--- config.mk ---
export PLATFORM = sky130hd
export DESIGN_NAME = servo_input_alloc_and_safe_off
export DESIGN_NICKNAME = d
export VERILOG_FILES = /design/src/rtl/route_digit_decode.v /design/src/rtl/servo_input_alloc_and_safe_off.v
export VERILOG_INCLUDE_DIRS = /design/src /design/src/pkg
export SDC_FILE = /design/constraint.sdc
export NUM_CORES = 1
export LEC_CHECK = 0
export ABC_AREA = 1
export BUFFER_PORTS_ARGS = -buffer_cell sky130_fd_sc_hd__buf_4
export CORE_ASPECT_RATIO = 0.8
export CORE_MARGIN = 2
export CORE_UTILIZATION = 25
export CTS_CLUSTER_SIZE = 10
export DETAILED_ROUTE_END_ITERATION = 7
export PLACE_DENSITY_LB_ADDON = 0.25
export SYNTH_ARGS = -nofsm -noshare
export SYNTH_HDL_FRONTEND = slang
export SYNTH_SLANG_ARGS = --single-unit
export TNS_END_PERCENT = 100
--- constraint.sdc ---
create_clock -name pclk -period 2.8 [get_ports pclk]
set_input_delay 0.7 -clock pclk [delete_from_list [all_inputs] [get_ports pclk]]
set_output_delay 0.7 -clock pclk [all_outputs]
set_load 0.1 [all_outputs]
--- src/pkg/input_alloc_defines.vh ---
// Shared constants for the sequence input allocation and safe-off logic.
// Assumes inclusion by bare name from the design files; definitions only.
`ifndef INPUT_ALLOC_DEFINES_VH
`define INPUT_ALLOC_DEFINES_VH

// APB register byte offsets
`define REG_ROUTE_A        12'h000
`define REG_ROUTE_B        12'h004
`define REG_STATUS         12'h008
`define REG_PINS           12'h00C

// Field positions of the route registers (4-bit digits)
`define FLD_FWD_LIMIT      0
`define FLD_REV_LIMIT      4
`define FLD_FWD_CLAMP      8
`define FLD_REV_CLAMP      12
`define FLD_SLOWDOWN       0
`define FLD_CAPTURE1       4
`define FLD_CAPTURE2       8
`define FLD_CAPTURE3       12

// Reset values of the route registers
`define ROUTE_A_RESET      16'h8821
`define ROUTE_B_RESET      16'h8888

// Digit codes
`define CODE_FORCE_ON      4'h7
`define CODE_FORCE_OFF     4'h8
`define CODE_INV_BASE      4'h9

// Synchroniser depth
`define SYNC_STAGES        3

`endif

--- src/rtl/route_digit_decode.v ---
// One routing digit: picks a synchronised pin, applies polarity or forcing.
// Assumes pin levels are already synchronised to pclk; purely combinational.
`timescale 1ns/1ns
`include "input_alloc_defines.vh"

module route_digit_decode #(
  parameter LATCH_ONLY = 0
) (
  input  wire [3:0] digit,
  input  wire [6:0] pins,
  output reg        active
);

  reg [2:0] sel;
  reg [3:0] inv_index;

  // Index 0..6 is pin 13,7,8,9,10,11,12; high codes invert
  always @* begin
    sel       = 3'h0;
    inv_index = 4'h0;
    active    = 1'b0;
    if (digit == `CODE_FORCE_ON) begin
      active = 1'b1;
    end else if (digit == `CODE_FORCE_OFF) begin
      active = 1'b0;
    end else if (digit < `CODE_FORCE_ON) begin
      sel    = digit[2:0];
      active = pins[sel];
      if (LATCH_ONLY != 0 && digit < 4'h4)
        active = 1'b0; // Invalid latch routes read inactive
    end else begin
      // Codes 9..F fold onto indices 0..6; the difference fits four bits
      inv_index = digit - `CODE_INV_BASE;
      sel       = inv_index[2:0];
      active = ~pins[sel];
      if (LATCH_ONLY != 0 && digit < 4'hD)
        active = 1'b0;
    end
  end

endmodule // route_digit_decode

--- src/rtl/servo_input_alloc_and_safe_off.v ---
// Sequence input routing and hardwire safe-off monitor with an APB slave.
// Assumes pins are asynchronous; baseblock feedback comes from the power stage.
`timescale 1ns/1ns
`include "input_alloc_defines.vh"

// Functional notes
// - Motor current is cut whenever either safe-off input is off, and enabled only while both are on.
// - The monitor output is on only when both safe-off inputs are asserted and the power stage reports baseblock.
// - Software digits choose which pin feeds each limit, slowdown and capture function.
// - Digits 0-6 pick pins 13,7..12 directly, 9-F the same inverted, 7 forces active and 8 forces inactive.
// - Capture functions accept only pins 10-12 via codes 4-6 or D-F, plus 7 and 8.
// - A pin shared by several functions drives all of them at once.
// - An active travel limit stops the servomotor.
module servo_input_alloc_and_safe_off (
  input  wire        pclk,
  input  wire        presetn,
  input  wire        psel,
  input  wire        penable,
  input  wire        pwrite,
  input  wire [11:0] paddr,
  input  wire [31:0] pwdata,
  output reg  [31:0] prdata,
  output reg         pready,
  output reg         pslverr,
  input  wire [6:0]  seq_pins,
  input  wire        safe_off_input_a,
  input  wire        safe_off_input_b,
  input  wire        baseblock_fb,
  output reg         motor_power_en,
  output reg         safe_state_monitor_out,
  output reg         fwd_travel_limit,
  output reg         rev_travel_limit,
  output reg         fwd_torque_clamp,
  output reg         rev_torque_clamp,
  output reg         home_slowdown_switch,
  output reg         capture_trigger_1,
  output reg         capture_trigger_2,
  output reg         capture_trigger_3,
  output reg         fwd_stop,
  output reg         rev_stop
);

  // Pin chains: three stages, then the agreed level
  reg  [6:0]  pin_s1;
  reg  [6:0]  pin_s2;
  reg  [6:0]  pin_s3;
  reg  [6:0]  pin_level;
  reg  [6:0]  next_pin_level;
  // Safe-off chains: bit 0 input a, bit 1 input b, bit 2 baseblock report
  reg  [2:0]  safe_s1;
  reg  [2:0]  safe_s2;
  reg  [2:0]  safe_s3;
  reg  [2:0]  safe_level;
  reg  [2:0]  next_safe_level;
  // Routing digits as software wrote them
  reg  [15:0] route_a;
  reg  [15:0] route_b;
  // Routed function levels and safety terms, before the output flops
  wire [7:0]  func_act;
  wire        both_on;
  wire        in_baseblock;
  wire        next_motor_power_en;
  wire        next_monitor;
  // Bus decode and read path
  reg  [3:0]  reg_hit;
  wire        setup_phase;
  wire        wr_en;
  wire        rd_en;
  reg  [31:0] next_prdata;
  reg         next_err;
  integer     i;

  // Agreement of stages two and three; a disagreement keeps the old level,
  // so a pulse shorter than two edges never reaches the routing
  function agree;
    input s2;
    input s3;
    input held;
    agree = (s2 & s3) | (held & (s2 | s3));
  endfunction

  // Next agreed levels, bit by bit, for pins and safe-off inputs alike
  always @* begin
    next_pin_level  = 7'h00;
    next_safe_level = 3'h0;
    for (i = 0; i < 7; i = i + 1) begin
      next_pin_level[i] = agree(pin_s2[i], pin_s3[i], pin_level[i]);
    end
    for (i = 0; i < 3; i = i + 1) begin
      next_safe_level[i] = agree(safe_s2[i], safe_s3[i], safe_level[i]);
    end
  end

  // Pin chains; stage one may be metastable, so only stage two reads it
  always @(posedge pclk or negedge presetn) begin
    if (!presetn) begin
      pin_s1    <= 7'h00;
      pin_s2    <= 7'h00;
      pin_s3    <= 7'h00;
      pin_level <= 7'h00;
    end else begin
      pin_s1    <= seq_pins;
      pin_s2    <= pin_s1;
      pin_s3    <= pin_s2;
      pin_level <= next_pin_level;
    end
  end

  // Safe-off chains; reset reads both inputs off, so power starts cut
  always @(posedge pclk or negedge presetn) begin
    if (!presetn) begin
      safe_s1    <= 3'h0;
      safe_s2    <= 3'h0;
      safe_s3    <= 3'h0;
      safe_level <= 3'h0;
    end else begin
      safe_s1    <= {baseblock_fb, safe_off_input_b, safe_off_input_a};
      safe_s2    <= safe_s1;
      safe_s3    <= safe_s2;
      safe_level <= next_safe_level;
    end
  end

  // One decoder per function; all read the same pin vector, so a shared pin
  // drives every function routed to it in the same cycle

  // Forward travel limit
  route_digit_decode #(
    .LATCH_ONLY (0)
  ) u_fwd_lim (
    .digit      (route_a[`FLD_FWD_LIMIT +: 4]),
    .pins       (pin_level),
    .active     (func_act[0])
  );

  // Reverse travel limit
  route_digit_decode #(
    .LATCH_ONLY (0)
  ) u_rev_lim (
    .digit      (route_a[`FLD_REV_LIMIT +: 4]),
    .pins       (pin_level),
    .active     (func_act[1])
  );

  // Forward torque clamp
  route_digit_decode #(
    .LATCH_ONLY (0)
  ) u_fwd_clp (
    .digit      (route_a[`FLD_FWD_CLAMP +: 4]),
    .pins       (pin_level),
    .active     (func_act[2])
  );

  // Reverse torque clamp
  route_digit_decode #(
    .LATCH_ONLY (0)
  ) u_rev_clp (
    .digit      (route_a[`FLD_REV_CLAMP +: 4]),
    .pins       (pin_level),
    .active     (func_act[3])
  );

  // Homing slowdown switch
  route_digit_decode #(
    .LATCH_ONLY (0)
  ) u_slow (
    .digit      (route_b[`FLD_SLOWDOWN +: 4]),
    .pins       (pin_level),
    .active     (func_act[4])
  );

  // Capture 1 accepts pins 10 to 12 only
  route_digit_decode #(
    .LATCH_ONLY (1)
  ) u_cap1 (
    .digit      (route_b[`FLD_CAPTURE1 +: 4]),
    .pins       (pin_level),
    .active     (func_act[5])
  );

  // Capture 2, same pin limits
  route_digit_decode #(
    .LATCH_ONLY (1)
  ) u_cap2 (
    .digit      (route_b[`FLD_CAPTURE2 +: 4]),
    .pins       (pin_level),
    .active     (func_act[6])
  );

  // Capture 3, same pin limits
  route_digit_decode #(
    .LATCH_ONLY (1)
  ) u_cap3 (
    .digit      (route_b[`FLD_CAPTURE3 +: 4]),
    .pins       (pin_level),
    .active     (func_act[7])
  );

  // Current may flow only while both redundant inputs read on
  assign both_on             = safe_level[0] & safe_level[1];
  assign next_motor_power_en = both_on;
  // The monitor also needs the stage to report baseblock; a stale report
  // can lift it for a few edges after the inputs come on
  assign in_baseblock        = safe_level[2];
  assign next_monitor        = both_on & in_baseblock;

  // Routed function outputs, one flop each
  always @(posedge pclk or negedge presetn) begin
    if (!presetn) begin
      fwd_travel_limit     <= 1'b0;
      rev_travel_limit     <= 1'b0;
      fwd_torque_clamp     <= 1'b0;
      rev_torque_clamp     <= 1'b0;
      home_slowdown_switch <= 1'b0;
      capture_trigger_1    <= 1'b0;
      capture_trigger_2    <= 1'b0;
      capture_trigger_3    <= 1'b0;
    end else begin
      fwd_travel_limit     <= func_act[0];
      rev_travel_limit     <= func_act[1];
      fwd_torque_clamp     <= func_act[2];
      rev_torque_clamp     <= func_act[3];
      home_slowdown_switch <= func_act[4];
      capture_trigger_1    <= func_act[5];
      capture_trigger_2    <= func_act[6];
      capture_trigger_3    <= func_act[7];
    end
  end

  // Limit active means travel beyond range: halt that direction; held stopped in reset
  always @(posedge pclk or negedge presetn) begin
    if (!presetn) begin
      fwd_stop <= 1'b1;
      rev_stop <= 1'b1;
    end else begin
      fwd_stop <= func_act[0];
      rev_stop <= func_act[1];
    end
  end

  // Power enable and monitor; both are off out of reset, the safe side
  always @(posedge pclk or negedge presetn) begin
    if (!presetn) begin
      motor_power_en         <= 1'b0;
      safe_state_monitor_out <= 1'b0;
    end else begin
      motor_power_en         <= next_motor_power_en;
      safe_state_monitor_out <= next_monitor;
    end
  end

  // Transfer phases as the master presents them
  assign setup_phase = psel & ~penable;
  assign wr_en       = psel & penable & pwrite;
  assign rd_en       = setup_phase & ~pwrite;

  // Address decode, one-hot; shared by the write port and the read mux
  always @* begin
    reg_hit = 4'h0;
    if (paddr == `REG_ROUTE_A) begin
      reg_hit = 4'h1;
    end else if (paddr == `REG_ROUTE_B) begin
      reg_hit = 4'h2;
    end else if (paddr == `REG_STATUS) begin
      reg_hit = 4'h4;
    end else if (paddr == `REG_PINS) begin
      reg_hit = 4'h8;
    end
  end

  // Route registers, written at the access edge; status and pins are read-only
  always @(posedge pclk or negedge presetn) begin
    if (!presetn) begin
      route_a <= `ROUTE_A_RESET;
      route_b <= `ROUTE_B_RESET;
    end else if (wr_en) begin
      if (reg_hit[0]) begin
        route_a <= pwdata[15:0];
      end else if (reg_hit[1]) begin
        route_b <= pwdata[15:0];
      end
    end
  end

  // Read mux prepared in setup so prdata is a flop during access
  always @* begin
    next_prdata = 32'h00000000;
    next_err    = 1'b0;
    if (reg_hit[0]) begin
      next_prdata = {16'h0000, route_a};
    end else if (reg_hit[1]) begin
      next_prdata = {16'h0000, route_b};
    end else if (reg_hit[2]) begin
      next_prdata = {20'h00000, fwd_stop, rev_stop, safe_state_monitor_out, motor_power_en,
                     capture_trigger_3, capture_trigger_2, capture_trigger_1, home_slowdown_switch,
                     rev_torque_clamp, fwd_torque_clamp, rev_travel_limit, fwd_travel_limit};
    end else if (reg_hit[3]) begin
      next_prdata = {22'h000000, safe_level, pin_level};
    end else begin
      next_err = 1'b1; // Unmapped address answers with an error
    end
  end

  // Zero-wait answer: pready and pslverr stand for the access cycle only
  always @(posedge pclk or negedge presetn) begin
    if (!presetn) begin
      pready  <= 1'b0;
      pslverr <= 1'b0;
    end else begin
      pready  <= setup_phase;
      pslverr <= setup_phase & next_err;
    end
  end

  // Read data held until the next read, so a slow master still sees it
  always @(posedge pclk or negedge presetn) begin
    if (!presetn) begin
      prdata <= 32'h00000000;
    end else if (rd_en) begin
      prdata <= next_prdata;
    end
  end

endmodule // servo_input_alloc_and_safe_off
# ---- After elaboration in Yosys (flattened, before gate mapping)
# Index checks and enable logic that the tools add are counted.
dict set report op_classes {
  add_sub_neg 8
  n_mul 0
  n_div 0
  magnitude_cmp 30
  eq_ne 19
  n_shift 0
  n_mux 74
  bitwise_logic 58
  n_reduce_logical 3
}
# operator count
set op_table {}
lappend op_table {{$lt 3x4->1 const B} 16}
lappend op_table {{$mux 1} 50}
lappend op_table {{$bmux 1 s3} 16}
lappend op_table {{$lt 4x3->1 const B} 11}
lappend op_table {{$eq 4x3->1 const B} 8}
lappend op_table {{$eq 4x4->1 const B} 8}
lappend op_table {{$mux 32} 1}
lappend op_table {{$and 1x1->1} 27}
lappend op_table {{$eq 12x4->1 const B} 2}
lappend op_table {{$sub 3x1->3 const B} 8}
lappend op_table {{$or 1x1->1} 20}
lappend op_table {{$mux 16} 1}
lappend op_table {{$mux 4} 4}
lappend op_table {{$eq 12x3->1 const B} 1}
lappend op_table {{$logic_not 12->1} 1}
lappend op_table {{$lt 4x4->1 const B} 3}
lappend op_table {{$mux 12} 1}
lappend op_table {{$not 1->1} 11}
lappend op_table {{$mux 10} 1}
lappend op_table {{$reduce_and 3->1} 1}
lappend op_table {{$reduce_and 2->1} 1}
dict set report totals {
  regBits 118
  latch_bits 0
  ramBits 0
  mem_bits_ro 0
  out_inout_bits 46
  elab_cells 217
  n_memories 0
}

# ---- Longest topological paths before layout
# Gate-level depths: netlist (run 1).
dict set report depth {
  word_depth 10
  mapped_depth 10
  depth_no_buf 9
}

# ---- By module
# From an unflattened synthesis (run 1), not the netlist that was laid out.
dict set report hier_totals {
  hier_cells 734
  area_unflattened_um2 5835.6
}
# module instances cells_per_inst area_per_inst_um2
set by_module_without_submodules {}
lappend by_module_without_submodules {servo_input_alloc_and_safe_off 1 448 4254.1}
lappend by_module_without_submodules {{route_digit_decode (u_fwd_clp ...)} 5 44 242.7}
lappend by_module_without_submodules {{route_digit_decode (u_cap1 ...)} 3 22 122.6}

# ---- Worst setup path after synthesis (run 1)
# OpenSTA, ideal clock, no wires.
dict set report synth_timing {
  kind {in2reg}
  start {input paddr[11]}
  end {register route_a[8]}
  setup_time_ns 0.128
  arrival_time_ns 1.553
  t_required_ns 2.672
  slack_ns 1.119
  cell_stages 7
  path_buffers 1
  cell_sequence {nor2_1 nand2_1 nor2_8 nand2_4 nor2_4 buf_4 o21ai_0}
}
dict set report synth_via {
  elab_chain_len 5
}
# item line
set synth_lines {}
lappend synth_lines {{start: declaration} servo_input_alloc_and_safe_off.v:20} ;# input wire [11:0] paddr,
lappend synth_lines {{$eq 12x4->1 (no source line)} --}
lappend synth_lines {{$mux 4} servo_input_alloc_and_safe_off.v:264} ;# end else if (paddr == `REG_STATUS) begin
lappend synth_lines {{$mux 4} servo_input_alloc_and_safe_off.v:262} ;# end else if (paddr == `REG_ROUTE_B) begin
lappend synth_lines {{$mux 4 *} servo_input_alloc_and_safe_off.v:260} ;# if (paddr == `REG_ROUTE_A) begin
lappend synth_lines {{$reduce_and 2->1 (no source line) *} --}
lappend synth_lines {{end signal: assignment} servo_input_alloc_and_safe_off.v:274} ;# route_a <= `ROUTE_A_RESET;
lappend synth_lines {{end signal: assignment} servo_input_alloc_and_safe_off.v:278} ;# route_a <= pwdata[15:0];
lappend synth_lines {{end: declaration} servo_input_alloc_and_safe_off.v:56} ;# reg [15:0] route_a;
# Mark *: on every way between the ends. The rest lies on a longest branch, timed or not.
# A chain may end at the register's enable or synchronous reset.

# ---- Final worst setup path (run 1)
dict set report layout_timing {
  start {register fwd_stop}
  end {output fwd_stop}
}
# item line
set layout_rtl {}
lappend layout_rtl {{start: declaration} servo_input_alloc_and_safe_off.v:39} ;# output reg fwd_stop,
lappend layout_rtl {{start signal: assignment} servo_input_alloc_and_safe_off.v:236} ;# fwd_stop <= func_act[0];
# No word-level cell between the ends.

==> results of run 1 <==
==> flip-flops by register name, indices dropped and copies added, names as in the netlist, 7 cells and up <==
name / flops
prdata: 16
route_a: 16
route_b: 16
pin_level: 7
pin_s1: 7
pin_s2: 7
pin_s3: 7
==> layout make-up <==
cell class | instances | area (sq um)
Tap cell | 269 | 337
Multi-Input combinational cell | 409 | 2150
Clock buffer | 9 | 225
Timing Repair Buffer | 81 | 621
Sequential cell | 102 | 2560
Clock inverter | 7 | 101
Inverter | 69 | 259
Fill cell | 2200 | 14300
==> metrics by stage <==
stage          utilization, %  hold slack (ps)  power, uW  instances  setup slack [ps]
2_1_floorplan               -              331       1900        622              1120
6_report                 30.5              344       3380        946               904
3_5_place_dp             28.9              335       2050        930               561
4_1_cts                  30.5              344       3430        946               891
3_3_place_gp             28.9              332       2050        930               546
5_1_grt                  30.5              341       3530        946               737
==> how the worst max path moves through the flow <==
stage,to,slack (ps),cells after the start,start
after CTS,fwd_stop,890,1,fwd_stop
after global placement,route_a[15],550,9,paddr[11]
after detailed placement,route_a[15],560,9,paddr[11]
after global routing,fwd_torque_clamp,740,8,route_a[8]
after floorplan,route_a[8],1120,7,paddr[11]
final,fwd_stop,900,1,fwd_stop
==> power by group <==
| part | leakage [uW] | internal [uW] | total [uW] | switching [uW] |
|---|---|---|---|---|
| clock network | 0.000156 | 725 | 1360 | 635 |
| registers | 0.00117 | 1520 | 1580 | 56.5 |
| logic | 0.00179 | 102 | 435 | 333 |
==> per-layer routing <==
metal | global-route usage, % | vias to the layer above
li1 | - | 2115
met1 | 22.3 | 1958
met3 | 3.32 | 9
met2 | 17.1 | 131
met4 | 3.29 | 0
met5 | 0 | -
==> cells by family (layout without fill, tap and decap cells) <==
group	count (synthesis)	count (layout)	synth area share (%)
flops	102	102	49.6
simple gates	225	225	19.6
compound gates	137	137	14.1
fa+ha+maj	26	26	5.80
xor+xnor	5	5	0.846
other cells	1	16	0.0724
buf+inv	111	166	10.0
==> cells in the final DEF, fill, tap and decap left out, types with 2 or more instances in the layout <==
| cell | count |
|---|---|
| sky130_fd_sc_hd__nor3_1 | 5 |
| sky130_fd_sc_hd__nor2_4 | 2 |
| sky130_fd_sc_hd__nor3_2 | 2 |
| sky130_fd_sc_hd__conb_1 | 16 |
| sky130_fd_sc_hd__xnor2_1 | 4 |
| sky130_fd_sc_hd__nor2_1 | 28 |
| sky130_fd_sc_hd__nand4_1 | 10 |
| sky130_fd_sc_hd__clkinv_1 | 3 |
| sky130_fd_sc_hd__inv_8 | 2 |
| sky130_fd_sc_hd__inv_1 | 65 |
| sky130_fd_sc_hd__buf_4 | 80 |
| sky130_fd_sc_hd__maj3_1 | 10 |
| sky130_fd_sc_hd__clkbuf_16 | 9 |
| sky130_fd_sc_hd__o21ai_1 | 23 |
| sky130_fd_sc_hd__clkinv_8 | 2 |
| sky130_fd_sc_hd__o21ai_0 | 47 |
| sky130_fd_sc_hd__a31oi_1 | 4 |
| sky130_fd_sc_hd__dfrtp_1 | 92 |
| sky130_fd_sc_hd__nand3_1 | 57 |
| sky130_fd_sc_hd__dfstp_2 | 10 |
| sky130_fd_sc_hd__o211ai_1 | 15 |
| sky130_fd_sc_hd__a21oi_1 | 47 |
| sky130_fd_sc_hd__ha_1 | 16 |
| sky130_fd_sc_hd__nand2_1 | 116 |
==> impl_results.html, run 1 <==
<table>
<tr><th>Metric</th><th>Value</th></tr>
<tr><th colspan="2">Hold path</th></tr>
<tr><td>Hold-critical path depth</td><td>0</td></tr>
<tr><td>Origin of the worst min-delay path</td><td>pin_s1[3]</td></tr>
<tr><td>Class of the worst hold path</td><td>reg -&gt; reg</td></tr>
<tr><td>Sink of the worst hold path</td><td>pin_s2[3]</td></tr>
<tr><th colspan="2">Routing</th></tr>
<tr><td>DRC errors left</td><td>0</td></tr>
<tr><td>Detailed-routed wire length on met2</td><td>5570 um</td></tr>
<tr><td>WL met3</td><td>934 um</td></tr>
<tr><td>ANT nets after route</td><td>0</td></tr>
<tr><td>Starting DRT DRC Count</td><td>420</td></tr>
<tr><td>Wire length the detailed router placed on met1</td><td>7680 um</td></tr>
<tr><td>Via/cell ratio</td><td>4.45</td></tr>
<tr><td>Detailed-router iteration count before antenna repair</td><td>6</td></tr>
<tr><td>Routed wirelength normalized by instance count</td><td>15.1 um</td></tr>
<tr><td>Max Used Layer</td><td>met4</td></tr>
<tr><td>Overall routed net length</td><td>14300 um</td></tr>
<tr><td>Via count</td><td>4213</td></tr>
<tr><th colspan="2">Logic synthesis</th></tr>
<tr><td>Number of distinct library cell variants in the gate-level netlist after synthesis</td><td>32</td></tr>
<tr><td>Count of synthesis-stage warnings from yosys</td><td>0</td></tr>
<tr><td>Synth Instances</td><td>607</td></tr>
<tr><td>Most used flip-flop cell after synthesis</td><td>sky130_fd_sc_hd__dfrtp_1</td></tr>
<tr><td>Most frequent cells after synthesis</td><td>116 x sky130_fd_sc_hd__nand2_1, 92 x sky130_fd_sc_hd__dfrtp_1, 65 x sky130_fd_sc_hd__inv_1, 57 x sky130_fd_sc_hd__nand3_1</td></tr>
<tr><td>Number of enable flip-flop cells after synthesis</td><td>0</td></tr>
<tr><td>Average cell area after synthesis</td><td>8.53 sq um</td></tr>
<tr><td>Synth area leaders</td><td>sky130_fd_sc_hd__dfrtp_1 44%, sky130_fd_sc_hd__nand2_1 8.4%, sky130_fd_sc_hd__nand3_1 5.5%</td></tr>
<tr><td>Async SR Flop Fraction</td><td>100%</td></tr>
<tr><td>Share of the yosys chip area belonging to registers</td><td>49.6%</td></tr>
<tr><td>Total of flip-flops plus latches after synthesis</td><td>102</td></tr>
<tr><td>Proportion of netlist area held by the largest area contributor</td><td>44.5%</td></tr>
<tr><td>Netlist area before placement</td><td>5180 sq um</td></tr>
<tr><td>Library cell with the largest summed area after synthesis</td><td>sky130_fd_sc_hd__dfrtp_1</td></tr>
<tr><td>Most repeated cell in the gate-level netlist after synthesis</td><td>sky130_fd_sc_hd__nand2_1</td></tr>
<tr><th colspan="2">Timing</th></tr>
<tr><td>RSZ-0062 raised after global routing</td><td>false</td></tr>
<tr><td>Final Hold Violating Endpoints</td><td>0</td></tr>
<tr><td>Post-route minimum period</td><td>1900 ps</td></tr>
<tr><td>Final-layout setup total negative slack</td><td>0 ps</td></tr>
<tr><td>Setup clock skew after layout</td><td>9.81 ps</td></tr>
<tr><td>Peak Freq</td><td>0.528 GHz</td></tr>
<tr><td>Slew margin rel.</td><td>50.8%</td></tr>
<tr><td>Worst Max-Slew Pin Slew</td><td>738 ps</td></tr>
<tr><td>Post-route clock period utilization</td><td>67.7%</td></tr>
<tr><td>Final count of pins violating max slew</td><td>0</td></tr>
<tr><td>Count of final setup violators</td><td>0</td></tr>
<tr><th colspan="2">Pwr</th></tr>
<tr><td>Total leakage power</td><td>0.00312 uW</td></tr>
<tr><td>Maximum ir drop on the vdd rail</td><td>0.000241 V</td></tr>
<tr><td>PwrDens</td><td>540 nW/um^2</td></tr>
<tr><th colspan="2">Clocking</th></tr>
<tr><td>Clock root buffer master</td><td>sky130_fd_sc_hd__clkbuf_16</td></tr>
<tr><td>Clock tree from TritonCTS</td><td>built</td></tr>
<tr><td>Clock tree buffer depth</td><td>2</td></tr>
<tr><td># clock sinks</td><td>102</td></tr>
<tr><td>Htree depth</td><td>3</td></tr>
<tr><td>Post-cts gate resize count</td><td>0</td></tr>
<tr><td>Hold-fix buffer count after cts</td><td>0</td></tr>
<tr><td>Clock Pin Slew Worst Setup and Hold Paths</td><td>80 ps</td></tr>
<tr><td>Number of clock buffers inserted by TritonCTS</td><td>9</td></tr>
<tr><td>Clock latency on the worst-skew pair</td><td>360 ps</td></tr>
<tr><td>Number of buffers inserted to repair setup after CTS</td><td>0</td></tr>
<tr><th colspan="2">Global routing</th></tr>
<tr><td>Total global routing track utilization</td><td>13.5%</td></tr>
<tr><td>Vias in the first global route</td><td>3780</td></tr>
<tr><td>GRT overflow</td><td>0</td></tr>
<tr><td>Number of antenna violations at the first check in global routing</td><td>0</td></tr>
<tr><td>First-pass GRT wire length</td><td>22400 um</td></tr>
<tr><td>Pin count of the biggest net entering global routing</td><td>103</td></tr>
<tr><th colspan="2">Floorplanning</th></tr>
<tr><td>Overall die area</td><td>21900 sq um</td></tr>
<tr><td>Initial standard-cell utilization of the core</td><td>25.2%</td></tr>
<tr><td>Ports placed on the boundary</td><td>105</td></tr>
<tr><td>Placement row count</td><td>47</td></tr>
<tr><td>Die height</td><td>133 um</td></tr>
<tr><td>Placeable Area</td><td>20500 sq um</td></tr>
<tr><td>Horizontal die dimension</td><td>165 um</td></tr>
<tr><th colspan="2">Critical path</th></tr>
<tr><td>Data arrival time of the worst path</td><td>1200 ps</td></tr>
<tr><td>Critical path start-end classification</td><td>reg -&gt; out</td></tr>
<tr><td>Crit start category</td><td>flop</td></tr>
<tr><td>List of cells traversed by the critical path</td><td>buf_4</td></tr>
<tr><td>Delay of the slowest cell on the worst path</td><td>550 ps</td></tr>
<tr><td>Req. time, crit path</td><td>2100 ps</td></tr>
<tr><td>Kind of cell with the highest combined delay on the critical path</td><td>flip-flops</td></tr>
<tr><td>Kind of end point of the critical path</td><td>output port</td></tr>
<tr><td>Maximum fanout count along the critical path</td><td>2</td></tr>
<tr><td>Sum of buffers and inverters on the critical path</td><td>1</td></tr>
<tr><td>End of the worst register-to-register path</td><td>fwd_travel_limit</td></tr>
<tr><td>Slowest-stage cell, CP</td><td>sky130_fd_sc_hd__dfstp_2</td></tr>
<tr><td>R2R setup slack</td><td>930 ps</td></tr>
<tr><td>Number of cells traversed by the worst register-to-register path</td><td>9</td></tr>
<tr><td>Reg-to-reg startpoint</td><td>route_a[0]</td></tr>
<tr><th colspan="2">Layout</th></tr>
<tr><td>Final net count</td><td>747</td></tr>
<tr><td>Share of layout cells above drive strength 1</td><td>17.1%</td></tr>
<tr><td>Finished layout cell area</td><td>6260 sq um</td></tr>
<tr><td>Relative area change from synthesis to final layout</td><td>20.9%</td></tr>
<tr><td>Antenna cells</td><td>0</td></tr>
<tr><th colspan="2">Placement</th></tr>
<tr><td>Placer Congestion</td><td>0.834</td></tr>
<tr><td>Placement Cell Area</td><td>5930 sq um</td></tr>
<tr><td>Total of buffers placed on input and output ports</td><td>72</td></tr>
<tr><td>Sum of net half-perimeters after detailed placement</td><td>10100 um</td></tr>
<tr><th colspan="2">Run status</th></tr>
<tr><td>Outcome</td><td>completed</td></tr>
<tr><th colspan="2">Flow run</th></tr>
<tr><td>Max Cap Viol</td><td>0</td></tr>
</table>
No activity file was read; power rests on OpenSTA's default activity.
==> run 2: changes to the inputs <==
Settings changed: ABC_AREA 1 to 0.
Clock period 2.8 ns to 1.7 ns, I/O delays scaled along.
==> impl_results.html, run 2 <==
<table>
<tr><th>Metric</th><th>Value</th></tr>
<tr><th colspan="2">Timing</th></tr>
<tr><td>Peak Freq</td><td>0.534 GHz</td></tr>
<tr><td>Final count of pins violating max slew</td><td>0</td></tr>
<tr><td>Final Hold Violating Endpoints</td><td>0</td></tr>
<tr><td>Post-route minimum period</td><td>1870 ps</td></tr>
<tr><td>Setup clock skew after layout</td><td>5.63 ps</td></tr>
<tr><td>RSZ-0062 raised after global routing</td><td>true</td></tr>
<tr><td>Final setup slack of the worst path</td><td>-174 ps</td></tr>
<tr><td>Post-route clock period utilization</td><td>110%</td></tr>
<tr><td>Count of final setup violators</td><td>51</td></tr>
<tr><th colspan="2">Hold path</th></tr>
<tr><td>Hold-critical path depth</td><td>1</td></tr>
<tr><td>Sink of the worst hold path</td><td>safe_s1[1]</td></tr>
<tr><td>Class of the worst hold path</td><td>in -&gt; reg</td></tr>
<tr><td>Origin of the worst min-delay path</td><td>safe_off_input_b</td></tr>
<tr><th colspan="2">Flow run</th></tr>
<tr><td>Max Cap Viol</td><td>0</td></tr>
<tr><th colspan="2">Floorplanning</th></tr>
<tr><td>Placement row count</td><td>46</td></tr>
<tr><td>Initial standard-cell utilization of the core</td><td>25.5%</td></tr>
<tr><td>Horizontal die dimension</td><td>163 um</td></tr>
<tr><td>Overall die area</td><td>21400 sq um</td></tr>
<tr><td>Placeable Area</td><td>19900 sq um</td></tr>
<tr><td>Die height</td><td>131 um</td></tr>
<tr><td>Ports placed on the boundary</td><td>105</td></tr>
<tr><th colspan="2">Clocking</th></tr>
<tr><td>Clock root buffer master</td><td>sky130_fd_sc_hd__clkbuf_16</td></tr>
<tr><td>Clock latency on the worst-skew pair</td><td>350 ps</td></tr>
<tr><td>Htree depth</td><td>3</td></tr>
<tr><td># clock sinks</td><td>102</td></tr>
<tr><td>Clock Pin Slew Worst Setup and Hold Paths</td><td>70 ps</td></tr>
<tr><td>Number of clock buffers inserted by TritonCTS</td><td>9</td></tr>
<tr><td>Clock tree from TritonCTS</td><td>built</td></tr>
<tr><td>Clock tree buffer depth</td><td>2</td></tr>
<tr><th colspan="2">Layout</th></tr>
<tr><td>Share of layout cells above drive strength 1</td><td>45.9%</td></tr>
<tr><td>Final net count</td><td>619</td></tr>
<tr><td>Most common cell after layout, fill and taps aside</td><td>sky130_fd_sc_hd__buf_4</td></tr>
<tr><td>Post-route insts no fill</td><td>813</td></tr>
<tr><td>Finished layout cell area</td><td>6890 sq um</td></tr>
<tr><td>Most frequent cells in the layout</td><td>133 x sky130_fd_sc_hd__buf_4, 86 x sky130_fd_sc_hd__dfrtp_1, 30 x sky130_fd_sc_hd__nand2_1, 22 x sky130_fd_sc_hd__mux2i_1, 21 x sky130_fd_sc_hd__mux2_2</td></tr>
<tr><td>Registers with the most flip-flops</td><td>prdata (16), route_a (16), route_b (16)</td></tr>
<tr><td>Relative area change from synthesis to final layout</td><td>36.1%</td></tr>
<tr><td>Antenna cells</td><td>0</td></tr>
<tr><th colspan="2">Routing</th></tr>
<tr><td>Starting DRT DRC Count</td><td>157</td></tr>
<tr><td>Routed wirelength normalized by instance count</td><td>16.8 um</td></tr>
<tr><td>Via count</td><td>3678</td></tr>
<tr><td>Overall routed net length</td><td>13700 um</td></tr>
<tr><td>Detailed-router iteration count before antenna repair</td><td>4</td></tr>
<tr><td>Via/cell ratio</td><td>4.52</td></tr>
<tr><td>ANT nets after route</td><td>0</td></tr>
<tr><td>DRC errors left</td><td>0</td></tr>
<tr><th colspan="2">Global routing</th></tr>
<tr><td>Pin count of the biggest net entering global routing</td><td>53</td></tr>
<tr><td>GRT overflow</td><td>0</td></tr>
<tr><td>Vias in the first global route</td><td>3821</td></tr>
<tr><td>Total global routing track utilization</td><td>12.7%</td></tr>
<tr><td>First-pass GRT wire length</td><td>21100 um</td></tr>
<tr><td>Number of antenna violations at the first check in global routing</td><td>0</td></tr>
<tr><th colspan="2">Critical path</th></tr>
<tr><td>R2R setup slack</td><td>-120 ps</td></tr>
<tr><td>Req. time, crit path</td><td>1940 ps</td></tr>
<tr><td>Kind of cell with the highest combined delay on the critical path</td><td>simple AND/OR/NAND/NOR gates</td></tr>
<tr><td>Maximum fanout count along the critical path</td><td>8</td></tr>
<tr><td>Slowest-stage cell, CP</td><td>sky130_fd_sc_hd__or4_4</td></tr>
<tr><td>Delay of the slowest cell on the worst path</td><td>530 ps</td></tr>
<tr><td>Reg-to-reg startpoint</td><td>route_a[0]</td></tr>
<tr><td>Crit start category</td><td>input pin</td></tr>
<tr><td>Kind of end point of the critical path</td><td>flop</td></tr>
<tr><td>List of cells traversed by the critical path</td><td>buf_6 &gt; or4_4 &gt; nor4_4 &gt; and3_4 &gt; clkbuf_16 &gt; mux2_4</td></tr>
<tr><td>Critical Path Start</td><td>paddr[9]</td></tr>
<tr><td>Number of cells traversed by the worst register-to-register path</td><td>5</td></tr>
<tr><td>Sum of buffers and inverters on the critical path</td><td>2</td></tr>
<tr><td>Data arrival time of the worst path</td><td>2110 ps</td></tr>
<tr><td>End of the worst register-to-register path</td><td>fwd_travel_limit</td></tr>
<tr><td>Critical path start-end classification</td><td>in -&gt; reg</td></tr>
<tr><th colspan="2">Placement</th></tr>
<tr><td>Total of buffers placed on input and output ports</td><td>72</td></tr>
<tr><td>Placement Cell Area</td><td>6350 sq um</td></tr>
<tr><td>Placer Congestion</td><td>0.821</td></tr>
<tr><td>Cell count after placement</td><td>786</td></tr>
<tr><td>Sum of net half-perimeters after detailed placement</td><td>10200 um</td></tr>
<tr><th colspan="2">Logic synthesis</th></tr>
<tr><td>Most used flip-flop cell after synthesis</td><td>sky130_fd_sc_hd__dfrtp_1</td></tr>
<tr><td>Count of synthesis-stage warnings from yosys</td><td>0</td></tr>
<tr><td>Total of flip-flops plus latches after synthesis</td><td>102</td></tr>
<tr><td>Synthesized-area fraction occupied by adder cells</td><td>5.93%</td></tr>
<tr><td>Multiplexer fraction of the synthesized cell area</td><td>18.6%</td></tr>
<tr><td>Combinational family with the most area after synthesis</td><td>multiplexers</td></tr>
<tr><td>Async SR Flop Fraction</td><td>100%</td></tr>
<tr><td>Proportion of netlist area held by the largest area contributor</td><td>45.4%</td></tr>
<tr><td>Synth Instances</td><td>413</td></tr>
<tr><td>Synth area leaders</td><td>sky130_fd_sc_hd__dfrtp_1 45%, sky130_fd_sc_hd__mux4_2 6.2%, sky130_fd_sc_hd__mux2_2 5.8%</td></tr>
<tr><td>Xor/xnor cell area share of the yosys netlist</td><td>0.173%</td></tr>
<tr><td>Average cell area after synthesis</td><td>12.3 sq um</td></tr>
<tr><td>Share of the synthesized area in compound gates (AO/OA/AOI/OAI)</td><td>10.3%</td></tr>
<tr><td>Share of the yosys chip area belonging to registers</td><td>50.6%</td></tr>
<tr><td>Most repeated cell in the gate-level netlist after synthesis</td><td>sky130_fd_sc_hd__dfrtp_1</td></tr>
<tr><td>Most frequent cells after synthesis</td><td>92 x sky130_fd_sc_hd__dfrtp_1, 30 x sky130_fd_sc_hd__nand2_1, 26 x sky130_fd_sc_hd__mux2_2, 22 x sky130_fd_sc_hd__mux2i_1, 21 x sky130_fd_sc_hd__inv_1</td></tr>
<tr><td>Library cell with the largest summed area after synthesis</td><td>sky130_fd_sc_hd__dfrtp_1</td></tr>
<tr><td>Number of enable flip-flop cells after synthesis</td><td>0</td></tr>
<tr><td>Number of distinct library cell variants in the gate-level netlist after synthesis</td><td>45</td></tr>
<tr><td>Simple-gate portion of the synthesized area</td><td>7.93%</td></tr>
<tr><td>Netlist area before placement</td><td>5070 sq um</td></tr>
<tr><th colspan="2">Pwr</th></tr>
<tr><td>Maximum ir drop on the vdd rail</td><td>0.000457 V</td></tr>
<tr><td>PwrDens</td><td>826 nW/um^2</td></tr>
<tr><td>Total leakage power</td><td>0.00311 uW</td></tr>
<tr><th colspan="2">Run status</th></tr>
<tr><td>Failing checks</td><td>negative setup slack</td></tr>
<tr><td>Outcome</td><td>complete, but fails checks</td></tr>
</table>
run 2: changes by cell type in the layout (fill, tap and decap cells not counted), moves of 21 or more:
cell and delta:
sky130_fd_sc_hd__nand3_1 -55, sky130_fd_sc_hd__buf_4 +53, sky130_fd_sc_hd__mux2_2 +21, sky130_fd_sc_hd__o21ai_0 -37, sky130_fd_sc_hd__inv_1 -48, sky130_fd_sc_hd__a21oi_1 -39
sky130_fd_sc_hd__nor2_1 -21, sky130_fd_sc_hd__nand2_1 -86, sky130_fd_sc_hd__mux2i_1 +22
run 2: cell families (layout without fill, tap and decap cells):
| family | Yosys count | count (layout) |
|---|---|---|
| muxes | 72 | 72 |
| AOI/OAI and AO/OA | 74 | 74 |
| buffers and inverters | 64 | 185 |
| and+or+nand+nor | 73 | 73 |
| adders and majority gates | 26 | 26 |
| xor gates and xnor gates | 1 | 1 |
| DFF | 102 | 102 |
| other | 1 | 16 |
run 2: worst max path at each step:
stage	slack, ps	to	cells past startpoint
floorplan	-570	route_a[10]	6
CTS	-170	route_a[7]	6
global route	-230	route_a[8]	6
finish	-170	route_a[8]	6
detailed placement	-640	route_b[1]	6
global placement	-600	route_b[12]	6
run 2: what timing repair did:
item / CTS / global route
endpoints found under the hold margin: 1 / 0
cloned: 0 / 1
gates resized for setup: 14 / 23
pin swaps: 2 / 5
setup buffers: 7 / 2
hold buffers: 1 / 0
setup endpoints to repair: 53 / 53
run 2: power by group:
part | total (uW) | internal [uW] | leakage, uW | switching (uW)
registers | 2590 | 2510 | 0.00127 | 74.9
logic | 950 | 341 | 0.00169 | 609
clock network | 2150 | 1160 | 0.000148 | 988
total | 5690 | 4020 | 0.00311 | 1670
run 2: stage by stage:
stage                     util (%)  setup TNS, ps  total power, uW  hold WS, ps  setup WS [ps]
final                         34.7          -5800             5690          177           -174
after global routing          34.7          -9460             5940          161           -229
after CTS                     34.1          -6070             5770          165           -173
after detailed placement      32.0         -25650             3570          233           -641
after global placement        32.0         -24190             3550          232           -595
after floorplan                  -         -16330             3200          129           -569
run 2: layout make-up:
class	count	area [sq um]
Clock buffer	9	225
Clock inverter	7	80.1
Fill cell	1983	13000
Inverter	21	86.3
Multi-Input combinational cell	262	2370
Sequential cell	102	2570
Tap cell	264	330
Timing Repair Buffer	148	1220
run 2: per-layer routing:
metal  vias to the layer above  wire [um]  global-route usage (%)
li1                       1732          -                       -
met1                      1833       6680                    17.7
met2                        96       6170                    19.7
met3                        17        625                    2.78
met4                         0        223                    3.44
met5                         -          0                       0
==> run 3: changes to the inputs <==
Clock period 1.7 ns to 2.3 ns, I/O delays scaled along.
==> impl_results.html, run 3 (synthesis results as in run 2) <==
<table>
<tr><th>Metric</th><th>Value</th></tr>
<tr><th colspan="2">Run status</th></tr>
<tr><td>Outcome</td><td>completed</td></tr>
<tr><th colspan="2">Hold path</th></tr>
<tr><td>Class of the worst hold path</td><td>in -&gt; async</td></tr>
<tr><th colspan="2">Floorplanning</th></tr>
<tr><td>Placeable Area</td><td>19900 sq um</td></tr>
<tr><td>Initial standard-cell utilization of the core</td><td>25.5%</td></tr>
<tr><td>Horizontal die dimension</td><td>163 um</td></tr>
<tr><td>Ports placed on the boundary</td><td>105</td></tr>
<tr><td>Die height</td><td>131 um</td></tr>
<tr><td>Placement row count</td><td>46</td></tr>
<tr><td>Overall die area</td><td>21400 sq um</td></tr>
<tr><th colspan="2">Clocking</th></tr>
<tr><td>Number of clock buffers inserted by TritonCTS</td><td>9</td></tr>
<tr><td># clock sinks</td><td>102</td></tr>
<tr><td>Clock root buffer master</td><td>sky130_fd_sc_hd__clkbuf_16</td></tr>
<tr><td>Clock tree buffer depth</td><td>2</td></tr>
<tr><td>Post-cts gate resize count</td><td>0</td></tr>
<tr><td>Number of buffers inserted to repair setup after CTS</td><td>0</td></tr>
<tr><td>Htree depth</td><td>3</td></tr>
<tr><td>Clock latency on the worst-skew pair</td><td>340 ps</td></tr>
<tr><td>Clock tree from TritonCTS</td><td>built</td></tr>
<tr><td>Clock Pin Slew Worst Setup and Hold Paths</td><td>70 ps</td></tr>
<tr><td>Hold-fix buffer count after cts</td><td>0</td></tr>
<tr><th colspan="2">Global routing</th></tr>
<tr><td>First-pass GRT wire length</td><td>21000 um</td></tr>
<tr><td>GRT overflow</td><td>0</td></tr>
<tr><td>Number of antenna violations at the first check in global routing</td><td>0</td></tr>
<tr><td>Pin count of the biggest net entering global routing</td><td>39</td></tr>
<tr><td>Vias in the first global route</td><td>3732</td></tr>
<tr><td>Total global routing track utilization</td><td>12.6%</td></tr>
<tr><th colspan="2">Layout</th></tr>
<tr><td>Registers with the most flip-flops</td><td>prdata (16), route_a (16), route_b (16)</td></tr>
<tr><td>Finished layout cell area</td><td>6230 sq um</td></tr>
<tr><td>Share of layout cells above drive strength 1</td><td>33.3%</td></tr>
<tr><td>Most common cell after layout, fill and taps aside</td><td>sky130_fd_sc_hd__dfrtp_1</td></tr>
<tr><td>Antenna cells</td><td>0</td></tr>
<tr><td>Most frequent cells in the layout</td><td>92 x sky130_fd_sc_hd__dfrtp_1, 86 x sky130_fd_sc_hd__buf_4, 30 x sky130_fd_sc_hd__nand2_1, 26 x sky130_fd_sc_hd__mux2_2, 22 x sky130_fd_sc_hd__mux2i_1</td></tr>
<tr><td>Final net count</td><td>562</td></tr>
<tr><td>Relative area change from synthesis to final layout</td><td>23.1%</td></tr>
<tr><td>Number of inserted filler cells in the final layout</td><td>2027</td></tr>
<tr><th colspan="2">Critical path</th></tr>
<tr><td>Slowest-stage cell, CP</td><td>sky130_fd_sc_hd__dfstp_2</td></tr>
<tr><td>Critical path start-end classification</td><td>reg -&gt; reg</td></tr>
<tr><td>Kind of end point of the critical path</td><td>flop</td></tr>
<tr><td>Req. time, crit path</td><td>2560 ps</td></tr>
<tr><td>Data arrival time of the worst path</td><td>2380 ps</td></tr>
<tr><td>List of cells traversed by the critical path</td><td>inv_1 &gt; ha_1 &gt; mux4_2 &gt; nor2_1 &gt; o211ai_1 &gt; nand3_1</td></tr>
<tr><td>Number of cells traversed by the worst register-to-register path</td><td>6</td></tr>
<tr><td>Delay of the slowest cell on the worst path</td><td>650 ps</td></tr>
<tr><td>Maximum fanout count along the critical path</td><td>8</td></tr>
<tr><td>Crit start category</td><td>flop</td></tr>
<tr><th colspan="2">Placement</th></tr>
<tr><td>Placer Congestion</td><td>0.815</td></tr>
<tr><td>Total of buffers placed on input and output ports</td><td>72</td></tr>
<tr><td>Placement Cell Area</td><td>5960 sq um</td></tr>
<tr><td>Post-Place Setup Slack</td><td>-138 ps</td></tr>
<tr><td>Sum of net half-perimeters after detailed placement</td><td>9650 um</td></tr>
<tr><th colspan="2">Pwr</th></tr>
<tr><td>Final Power</td><td>3960 uW</td></tr>
<tr><td>Total leakage power</td><td>0.00279 uW</td></tr>
<tr><td>Maximum ir drop on the vdd rail</td><td>0.000332 V</td></tr>
<tr><td>PwrDens</td><td>635 nW/um^2</td></tr>
<tr><th colspan="2">Timing</th></tr>
<tr><td>Final Hold Violating Endpoints</td><td>0</td></tr>
<tr><td>Peak Freq</td><td>0.472 GHz</td></tr>
<tr><td>Final setup slack of the worst path</td><td>179 ps</td></tr>
<tr><td>Setup clock skew after layout</td><td>5.86 ps</td></tr>
<tr><td>Count of final setup violators</td><td>0</td></tr>
<tr><td>Post-route minimum period</td><td>2120 ps</td></tr>
<tr><td>Final count of pins violating max slew</td><td>0</td></tr>
<tr><td>Worst Max-Slew Pin Slew</td><td>754 ps</td></tr>
<tr><td>Final-layout setup total negative slack</td><td>0 ps</td></tr>
<tr><td>RSZ-0062 raised after global routing</td><td>false</td></tr>
<tr><td>Post-route clock period utilization</td><td>92.2%</td></tr>
<tr><td>Slew margin rel.</td><td>49.7%</td></tr>
<tr><th colspan="2">Routing</th></tr>
<tr><td>DRC errors left</td><td>0</td></tr>
<tr><td>Starting DRT DRC Count</td><td>199</td></tr>
<tr><td>Overall routed net length</td><td>13000 um</td></tr>
<tr><td>Routed wirelength normalized by instance count</td><td>17.2 um</td></tr>
<tr><td>Detailed-router iteration count before antenna repair</td><td>5</td></tr>
<tr><td>Via/cell ratio</td><td>4.73</td></tr>
<tr><td>ANT nets after route</td><td>0</td></tr>
<tr><td>Via count</td><td>3575</td></tr>
<tr><th colspan="2">Flow run</th></tr>
<tr><td>Max Cap Viol</td><td>0</td></tr>
</table>
==> run 3: cell types whose count changed in the layout (fill, tap and decap cells not counted), moves of 5 or more <==
cell,change
sky130_fd_sc_hd__dfrtp_1,+6
sky130_fd_sc_hd__buf_4,-47
sky130_fd_sc_hd__mux2_1,+10
sky130_fd_sc_hd__mux2_2,+5
sky130_fd_sc_hd__buf_6,-8
sky130_fd_sc_hd__dfrtp_2,-6
sky130_fd_sc_hd__mux2_4,-15
==> run 3: through the flow <==
stage / util, % / hold WS, ps / std cells
2_1_floorplan: - / 279 / 428
3_3_place_gp: 30.0 / 332 / 740
3_5_place_dp: 30.0 / 336 / 740
4_1_cts: 31.4 / 206 / 756
5_1_grt: 31.4 / 218 / 756
6_report: 31.4 / 193 / 756
==> run 3: layout make-up <==
| class | count | area (sq um) | area share [%] |
|---|---|---|---|
| repair buffers | 91 | 746 | 12.0 |
| inverters | 21 | 78.8 | 1.26 |
| clock buffers | 12 | 246 | 3.95 |
| clock inverters | 4 | 32.5 | 0.522 |
| flip-flops and latches | 102 | 2560 | 41.1 |
| multi-input cells | 262 | 2240 | 35.9 |
| well taps | 264 | 330 | 5.30 |
==> run 3: report_power, final <==
group / internal [uW] / switching (uW)
combinational: 177 / 389
clock: 769 / 668
sequential: 1860 / 96.5
total: 2800 / 1150
==> run 3: final timing paths <==
| kind | endpoint | start | slack, ps |
|---|---|---|---|
| worst max-delay path | fwd_travel_limit | route_a[0] | 180 |
| worst min-delay path | pin_s1[3] | presetn | 190 |
| worst max register to register | fwd_travel_limit | route_a[0] | 180 |
| worst min register to register | safe_s2[1] | safe_s1[1] | 340 |
| max in group asynchronous | route_a[11] | presetn | 1460 |
| min in group pclk | pin_s1[2] | seq_pins[2] | 340 |
==> run 3: critical path, delay by kind of cell (launching register included) <==
kind            cells  cell delay [ps]
mux                 1              510
flops               1              650
buf+inv             1              130
simple gates        2              260
compound gates      1              110
fa+ha+maj           1              390
==> run 3: metal layers <==
metal	GRT usage, %	part of all wire, %	vias up
met4	3.20	1.2	0
met1	17.9	46	1803
met2	18.9	44	136
met3	3.60	8.1	13
met5	0	0	-
li1	-	-	1623
